--- config.mk ---
export PLATFORM = sky130hd
export DESIGN_NAME = pusd_setup
export DESIGN_NICKNAME = d
export VERILOG_FILES = /design/src/pusd_pkg.sv /design/src/pusd_debounce.sv /design/src/pusd_setup.sv
export SDC_FILE = /design/constraint.sdc
export NUM_CORES = 1
export LEC_CHECK = 0
export ABC_CLOCK_PERIOD_IN_PS = 2600
export BUFFER_PORTS_ARGS = -buffer_cell sky130_fd_sc_hd__buf_2
export CORE_MARGIN = 10
export CORE_UTILIZATION = 54
export DETAILED_ROUTE_END_ITERATION = 16
export GPL_TIMING_DRIVEN = 1
export PLACE_DENSITY = 0.75
export SLEW_MARGIN = 40
export SYNTH_ARGS = -nofsm -noshare
export SYNTH_HDL_FRONTEND = slang
export SYNTH_HIERARCHICAL = 1
export SYNTH_SLANG_ARGS = --single-unit
--- constraint.sdc ---
create_clock -name core_clk -period 2.6 [get_ports core_clk]
set_clock_uncertainty 0.05 [all_clocks]
set_input_delay 0.26 -clock core_clk [delete_from_list [all_inputs] [get_ports core_clk]]
set_output_delay 0.26 -clock core_clk [all_outputs]
set_load 0.1 [all_outputs]
--- src/pusd_pkg.sv ---
package pusd_pkg;

  // ----------------------------------------------------------------------
  // switch bank layout
  // ----------------------------------------------------------------------
  localparam int SW_W = 7;
  localparam int ID_LSB = 0;
  localparam int ID_W = 4;
  localparam int BAUD_LSB = 4;
  localparam int BAUD_W = 3;
  localparam logic [3:0] ID_SERVICE_CODE = 4'hf;
  localparam logic [3:0] ID_OFFSET = 4'h1;
  localparam int OUT_N = 10;
  localparam logic [9:0] ROUTE_ALL = 10'h3ff;
  localparam logic [3:0] REPLY_DEFAULT = 4'h1;

  // ----------------------------------------------------------------------
  // timing
  // ----------------------------------------------------------------------
  localparam int CLK_MHZ = 200;
  localparam int DEBOUNCE_MS = 20;
  localparam int DEBOUNCE_CYC = DEBOUNCE_MS * 1000 * CLK_MHZ;
  localparam int BLINK_HALF_MS = 250;
  localparam int BLINK_HALF_CYC = BLINK_HALF_MS * 1000 * CLK_MHZ;
  localparam int BLINK_COUNT = 4;
  localparam int SETTLE_CYC = 16;

  // ----------------------------------------------------------------------
  // types
  // ----------------------------------------------------------------------
  typedef enum logic [2:0] {
    PUSD_BAUD_1200 = 3'h0,
    PUSD_BAUD_2400 = 3'h1,
    PUSD_BAUD_4800 = 3'h2,
    PUSD_BAUD_9600 = 3'h3,
    PUSD_BAUD_19200 = 3'h4
  } pusd_baud_t;

  typedef struct packed {
    logic valid;
    logic [3:0] unit_id;
    logic service_mode;
    pusd_baud_t baud;
    logic factory_reset;
  } pusd_cfg_t;

  typedef struct packed {
    logic [9:0] route_mask;
    logic [3:0] reply_output;
  } pusd_route_t;

endpackage

--- src/pusd_debounce.sv ---
`timescale 1ns/1ps
module pusd_debounce #(
  parameter int WIDTH = 1,
  parameter int STABLE_CYC = 4000000
) (
  // clock and reset
  input wire logic core_clk,
  input wire logic rst,
  // raw pins and filtered levels
  input wire logic [WIDTH-1:0] raw,
  output logic [WIDTH-1:0] clean
);
  localparam int CW = $clog2(STABLE_CYC + 1);
  initial begin
    if (WIDTH < 1 || STABLE_CYC < 1) $error("pusd_debounce: bad parameters");
  end

  genvar g;
  for (g = 0; g < WIDTH; g++) begin : g_bit
    logic s1, s2, s3;
    logic [CW-1:0] cnt;
    // s1 feeds only s2; stable when s2 and s3 agree
    wire agree = (s2 == s3);
    wire differs = agree && (s3 != clean[g]);
    always_ff @(posedge core_clk) begin
      s1 <= raw[g];
      s2 <= s1;
      s3 <= s2;
    end
    always_ff @(posedge core_clk) begin
      if (rst) begin
        cnt <= '0;
        clean[g] <= 1'b0;
      end else if (!differs) begin
        cnt <= '0;
      end else if (cnt == CW'(STABLE_CYC - 1)) begin
        cnt <= '0;
        clean[g] <= s3;
      end else begin
        cnt <= cnt + 1'b1;
      end
    end
  end
endmodule // pusd_debounce

--- src/pusd_setup.sv ---
`timescale 1ns/1ps
// How it works
// switches are latched once after power-up settling and never looked at again.
// the unit number is the binary code on switches one to four plus one.
// the latched unit number is presented as the remote-control identity.
// the all-on identity code is reserved and never used as an operating identity.
// the all-on code at power-up enables network parameter setup from a host tool.
// the all-on code also enables flash upgrade and holds until the next power cycle.
// switches five to seven select 1200, 2400, 4800, 9600 or 19200 baud.
// all units sharing a serial chain must be given the same baud code by the installer.
// a capture press reads the display identity, then the indicator blinks slowly a few times.
// factory reset held at power-up loads default display identity and default parameters.
// after factory reset control data goes to all ten outputs and replies come from output one.
// undefined baud codes give 9600 and all pins are synchronised and debounced.
module pusd_setup
  import pusd_pkg::*;
#(
  parameter int DEBOUNCE_CYCLES = DEBOUNCE_CYC,
  parameter int BLINK_HALF_CYCLES = BLINK_HALF_CYC,
  parameter int BLINKS = BLINK_COUNT
) (
  // clock and reset
  input wire logic core_clk,
  input wire logic rst,
  // setup switches and buttons (high = on / pressed)
  input wire logic [pusd_pkg::SW_W-1:0] setup_switch,
  input wire logic display_id_capture_button,
  input wire logic factory_reset_button,
  // display identity capture engine
  output logic display_id_read_start,
  input wire logic display_id_read_done,
  output logic display_id_load_default,
  // status indicator
  output logic display_id_status_indicator,
  // decoded configuration
  output pusd_pkg::pusd_cfg_t cfg,
  output logic network_setup_service_mode,
  output logic flash_upgrade_enable,
  output logic params_load_default,
  output pusd_pkg::pusd_route_t route_default,
  output logic route_default_load
);
  import pusd_pkg::*;

  // ----------------------------------------------------------------------
  // elaboration checks
  // ----------------------------------------------------------------------
  // the phase counter is five bits wide, so sixteen on/off pairs fit; the check allows at most fifteen
  initial begin
    if (DEBOUNCE_CYCLES < 1 || BLINK_HALF_CYCLES < 1 || BLINKS < 1 || BLINKS > 15)
      $error("pusd_setup: bad parameters");
  end

  // the decoders are written for a 4-bit id field and a 3-bit baud field that tile the bank
  initial begin
    if (ID_W != 4 || BAUD_W != 3)
      $error("pusd_setup: switch field widths not served");
    if (ID_W + BAUD_W != SW_W || BAUD_LSB != ID_LSB + ID_W)
      $error("pusd_setup: switch fields do not tile the bank");
    if ($bits(ROUTE_ALL) != OUT_N || REPLY_DEFAULT == 4'h0 || int'(REPLY_DEFAULT) > OUT_N)
      $error("pusd_setup: bad route defaults");
  end

  // ----------------------------------------------------------------------
  // input conditioning
  // ----------------------------------------------------------------------
  // buttons share the switch filter: one window long enough for contact bounce, short enough for a press
  localparam int NIN = SW_W + 2;
  logic [NIN-1:0] clean;
  pusd_debounce #(.WIDTH(NIN), .STABLE_CYC(DEBOUNCE_CYCLES)) u_deb (
    .core_clk(core_clk),
    .rst(rst),
    .raw({factory_reset_button, display_id_capture_button, setup_switch}),
    .clean(clean)
  );

  wire [SW_W-1:0] sw_clean = clean[SW_W-1:0];
  wire cap_clean = clean[SW_W];
  wire frst_clean = clean[SW_W+1];

  function automatic pusd_baud_t baud_decode(input logic [2:0] code);
    case (code)
      3'h0: baud_decode = PUSD_BAUD_1200;
      3'h1: baud_decode = PUSD_BAUD_2400;
      3'h2: baud_decode = PUSD_BAUD_4800;
      3'h3: baud_decode = PUSD_BAUD_9600;
      3'h4: baud_decode = PUSD_BAUD_19200;
      default: baud_decode = PUSD_BAUD_9600;
    endcase
  endfunction

  // ----------------------------------------------------------------------
  // power-up sampling
  // ----------------------------------------------------------------------
  // wait a full debounce window plus margin so the filtered levels reflect the pins
  // three synchroniser stages sit in front of the debounce counter
  localparam int SYNC_STAGES = 3;
  localparam int WAIT_CYC = DEBOUNCE_CYCLES + SYNC_STAGES + SETTLE_CYC;
  localparam int WW = $clog2(WAIT_CYC + 1);
  logic [WW-1:0] wait_cnt;
  wire wait_done = (wait_cnt == WW'(WAIT_CYC));
  wire [3:0] id_code = sw_clean[ID_LSB +: ID_W];
  wire [2:0] baud_code = sw_clean[BAUD_LSB +: BAUD_W];
  wire is_service = (id_code == ID_SERVICE_CODE);
  logic sample_now;
  assign sample_now = wait_done && !cfg.valid;

  always_ff @(posedge core_clk) begin
    if (rst) begin
      wait_cnt <= '0;
    end else if (!wait_done) begin
      wait_cnt <= wait_cnt + 1'b1;
    end
  end

  // cfg is written only once per reset; later switch moves are ignored
  // service mode reports unit 0 so no remote master can address it as an operating unit
  always_ff @(posedge core_clk) begin
    if (rst) begin
      cfg <= '0;
    end else if (sample_now) begin
      cfg.valid <= 1'b1;
      cfg.unit_id <= is_service ? 4'h0 : id_code + ID_OFFSET;
      cfg.service_mode <= is_service;
      cfg.baud <= baud_decode(baud_code);
      cfg.factory_reset <= frst_clean;
    end
  end

  // setup and upgrade share one latch, so both end only at the next power cycle
  assign network_setup_service_mode = cfg.valid && cfg.service_mode;
  assign flash_upgrade_enable = cfg.valid && cfg.service_mode;

  // ----------------------------------------------------------------------
  // factory defaults
  // ----------------------------------------------------------------------
  // one-cycle load pulses, issued at the sampling edge
  // the route value is constant; only the load pulse depends on the button
  always_ff @(posedge core_clk) begin
    if (rst) begin
      params_load_default <= 1'b0;
      display_id_load_default <= 1'b0;
      route_default_load <= 1'b0;
      route_default <= '0;
    end else begin
      params_load_default <= sample_now && frst_clean;
      display_id_load_default <= sample_now && frst_clean;
      route_default_load <= sample_now && frst_clean;
      route_default <= '{route_mask: ROUTE_ALL, reply_output: REPLY_DEFAULT};
    end
  end

  // ----------------------------------------------------------------------
  // capture and blink
  // ----------------------------------------------------------------------
  typedef enum logic [1:0] {
    PUSD_IDLE = 2'b00,
    PUSD_READ = 2'b01,
    PUSD_BLINK = 2'b10
  } pusd_state_t;

  localparam int BW = $clog2(BLINK_HALF_CYCLES + 1);
  pusd_state_t state, next_state;
  logic cap_prev;
  logic [BW-1:0] half_cnt;
  logic [4:0] phase;
  // a press counts once, on the filtered rising edge; holding the button does not repeat
  wire cap_press = cap_clean && !cap_prev;
  wire half_done = (half_cnt == BW'(BLINK_HALF_CYCLES - 1));
  wire blink_end = half_done && (phase == 5'(2 * BLINKS - 1));

  // presses during read or blink are dropped, not queued
  always_comb begin
    next_state = state;
    case (state)
      PUSD_IDLE: if (cap_press && cfg.valid) next_state = PUSD_READ;
      PUSD_READ: if (display_id_read_done) next_state = PUSD_BLINK;
      PUSD_BLINK: if (blink_end) next_state = PUSD_IDLE;
      default: next_state = PUSD_IDLE;
    endcase
  end

  always_ff @(posedge core_clk) begin
    if (rst) begin
      state <= PUSD_IDLE;
      cap_prev <= 1'b0;
    end else begin
      state <= next_state;
      cap_prev <= cap_clean;
    end
  end

  always_ff @(posedge core_clk) begin
    if (rst || state != PUSD_BLINK) begin
      half_cnt <= '0;
      phase <= '0;
    end else if (half_done) begin
      half_cnt <= '0;
      phase <= phase + 1'b1;
    end else begin
      half_cnt <= half_cnt + 1'b1;
    end
  end

  // start is a one-cycle pulse on entry to the read state
  wire next_start = (state == PUSD_IDLE) && (next_state == PUSD_READ);
  always_ff @(posedge core_clk) begin
    if (rst) begin
      display_id_read_start <= 1'b0;
    end else begin
      display_id_read_start <= next_start;
    end
  end

  // ----------------------------------------------------------------------
  // status indicator
  // ----------------------------------------------------------------------
  // the lamp follows the phase the counter moves to at this edge; reading the phase it
  // leaves would stretch the first lit period by one cycle
  wire phase_step = (state == PUSD_BLINK) && half_done;
  wire next_lit = (next_state == PUSD_BLINK) && !(phase[0] ^ phase_step);
  always_ff @(posedge core_clk) begin
    if (rst) begin
      display_id_status_indicator <= 1'b0;
    end else begin
      display_id_status_indicator <= next_lit;
    end
  end
endmodule // pusd_setup

==> flow_summary.yaml <==
placement:
  detailed_place_hpwl_mm: 18.3
  buffer_ports.inserted: 39
  place.detailed.instances: 1879
  gpl.final_weighted_congestion: 0.807
  dp_worst_setup_slack_ns: 0.437
global_routing:
  largest_net_degree_at_the_start_of_global_routing: 57
  grt_pass1_vias: 10500
  grt_remaining_overflow: 0
  grt_pass1_wl_mm: 47.1
  track_usage_pct: 16.8
  initial_antenna_violation_count: 0
cells_and_area:
  finish.net_count: 1617
  drive_above_1_share_pct: 9.10
  area_delta_synth_final_pct: 11.8
  layoutNonFillerInstCount: 1946
  finish.utilization_pct: 60.9
  n_antenna_cell: 0
die:
  initial_core_util_pct: 54.5
  fp-row-count: 58
  ports: 43
  die-width_um: 179
  floorplan.core_area_um2: 25000
  die_area_um2: 32000
  die_y_extent_um: 179
critical_path:
  worst_setup_path_start_kind: "flip-flop"
  arrival_ns: 2.63
  critical_path_class: "flip-flop to flip-flop"
  crit_required_ns: 3.02
  critical_path_peak_fanout: 9
  setup.worst_path.end_class: "flip-flop"
  ff2ff_path_depth: 5
logic_synthesis:
  synth_enable_flop_cells: 0
  cell_accounting_for_the_most_synthesized_area: "sky130_fd_sc_hd__dfxtp_1"
  mean_area_per_synthesized_cell_um2: 8.74
  synth-warning-count: 6
  ys.flop_type: "sky130_fd_sc_hd__dfxtp_1"
  area_of_the_mapped_netlist_um2: 13600
  ys_seq_area_share_pct: 44.6
  yosysMostFrequentCell: "sky130_fd_sc_hd__dfxtp_1"
  synth.area.top_cells: "sky130_fd_sc_hd__dfxtp_1 (45%), sky130_fd_sc_hd__a21oi_1 (4.3%), sky130_fd_sc_hd__nor2_1 (4.2%)"
  postSynthRegisterBits: 304
  synth_cell_type_count: 61
  synthArstFlopShare_pct: 0
  post-synth-top-area-fraction_pct: 44.6
  syn-instance-count: 1561
  yosys-top-cells-count: "sky130_fd_sc_hd__dfxtp_1 (304), sky130_fd_sc_hd__nor2_1 (153), sky130_fd_sc_hd__a21oi_1 (116), sky130_fd_sc_hd__nand3_1 (98), sky130_fd_sc_hd__nand2_1 (85)"
route:
  detailed_route_wl_mm: 27.2
  ant_nets: 0
  detailroute.via_count: 11400
  post-route-drc-count: 0
  routed_wire_length_per_instance_um: 14.0
  pre_repair_dr_iteration_count: 5
  vias_per_cell: 5.85
  first_iter_violations: 764
clock_network:
  clkSlewWorstSetupHoldPaths_ns: 0.06
  number_of_buffers_created_by_cts: 31
  tritoncts: "yes"
  clock_sinks: 304
  ctsLongestPathBuffers: 3
  clk-insertion-delay-late_ns: 0.56
  clock_tree.root_cell: "sky130_fd_sc_hd__clkbuf_16"
  h_tree_depth_reported_by_cts: 1
hold_path:
  whs_path_depth: 3
  min_path_type: "primary input to flip-flop"
timing:
  hold_violation_total_from_the_final_report: 0
  setup_viol_count_final: 0
  final-max-slew-violation-count: 0
  worst_slew_margin_rel_pct: 58.7
  maxClockFrequency_mhz: 453
  setup_tns_ns: 0
  final_cycle_share_pct: 84.9
  worst_slew_pin_slew_ns: 0.611
  finalCriticalPeriod_ns: 2.21
  postLayoutSetupSlackWorst_ns: 0.392
  rsz0062_at_grt: "false"
power_and_ir_drop:
  vdd.ir_drop.worst_mv: 0.504
  power.leakage_nw: 4.63
  powerDensity_nw_per_um2: 635
  final_total_pwr_mw: 9.69
job:
  maxCapViolations: 0
outcome:
  run_status: "finished clean"
==> registers in the layout (all words and copies together) (netlist names) <==
signal / flops
half_cnt: 26
cap_prev: 1
route_default_load: 1
route_default: 1
phase: 5
cfg: 10
u_deb/g_bit.cnt: 198
u_deb/g_bit.s3: 9
display_id_read_start: 1
u_deb/g_bit.s2: 9
state: 2
wait_cnt: 22
display_id_status_indicator: 1
u_deb/g_bit.s1: 9
u_deb/clean: 9
==> metal layers <==
metal,up-vias,share of wire [%],wire (µm),global-route usage (%)
met5,-,0,0,0
met4,0,1.9,511,4.55
met3,36,3.7,995,2.57
met2,158,47,12900,28.7
met1,5381,47,12800,21.5
li1,5804,-,-,-
==> metrics by stage <==
| stage | instance area (µm²) | hold WS, ns |
|---|---|---|
| after floorplan | 13600 | 0.238 |
| after global placement | 14100 | 0.262 |
| after detailed placement | 14100 | 0.262 |
| after CTS | 15300 | 0.137 |
| after global routing | 15300 | 0.152 |
| final | 15300 | 0.148 |
==> cell type report <==
type | instances | area, µm²
multi-input cells | 1142 | 7030
inverters | 44 | 165
repair buffers | 69 | 470
fillers | 2090 | 9790
clock buffers | 39 | 856
well taps | 330 | 413
flip-flops and latches | 304 | 6090
clock inverters | 18 | 226
==> critical path: stages (launching register included) <==
cell and delay [ns]:
sky130_fd_sc_hd__dfxtp_1 0.37, sky130_fd_sc_hd__ha_1 0.22, sky130_fd_sc_hd__nand2_1 0.13, sky130_fd_sc_hd__or4_1 0.68
sky130_fd_sc_hd__or4_1 0.51, sky130_fd_sc_hd__a21oi_1 0.16
==> layout by cell type (no fill, tap or decap), drive strengths merged, types with 8 or more instances in the layout <==
master / count
or3: 59
dlygate4sd3: 10
dfxtp: 304
and3: 23
o31ai: 49
and4: 24
nand3: 100
nor4: 26
nor3: 23
nor2: 153
and2: 19
o21ai: 73
or4: 63
xnor2: 64
inv: 45
nand2: 85
nand2b: 8
clkbuf: 39
or3b: 9
nand3b: 8
o41ai: 8
a31oi: 12
o211ai: 10
nand4: 63
nor4b: 15
clkinv: 9
a21oi: 117
buf: 59
xor2: 56
ha: 13
==> final timing paths <==
| path | startpoint | endpoint | slack (ns) |
|---|---|---|---|
| setup / recovery | u_deb/g_bit[4].cnt[0] | u_deb/g_bit[4].cnt[20] | 0.39 |
| hold / removal | rst | cap_prev | 0.15 |
| setup reg to reg | u_deb/g_bit[4].cnt[0] | u_deb/g_bit[4].cnt[20] | 0.39 |
| hold reg to reg | u_deb/g_bit[4].s1 | u_deb/g_bit[4].s2 | 0.27 |
==> power breakdown <==
group | leakage, nW | internal, mW | switching [mW] | total (mW)
registers | 2.46 | 4.71 | 0.0508 | 4.76
logic | 1.63 | 0.0856 | 0.222 | 0.308
clock network | 0.532 | 2.82 | 1.80 | 4.62
total | 4.63 | 7.61 | 2.07 | 9.69
==> kinds of logic (layout without fill, tap and decap cells) <==
logic type	after synthesis	count (layout)	share of synthesized area [%]
AOI/OAI and AO/OA	290	290	12.7
and+or+nand+nor	712	712	29.5
adders and majority gates	13	13	1.19
other	1	3	0.0275
DFF	304	304	44.6
buffers and inverters	117	170	3.91
muxes	4	4	0.303
xor gates and xnor gates	120	120	7.71
==> what timing repair did <==
item                                   CTS  global route
hold buffers                            10             0
setup buffers                            0             0
endpoints found under the hold margin   12             0
resized for setup                        0             0
No activity file was read; power rests on OpenSTA's default activity.
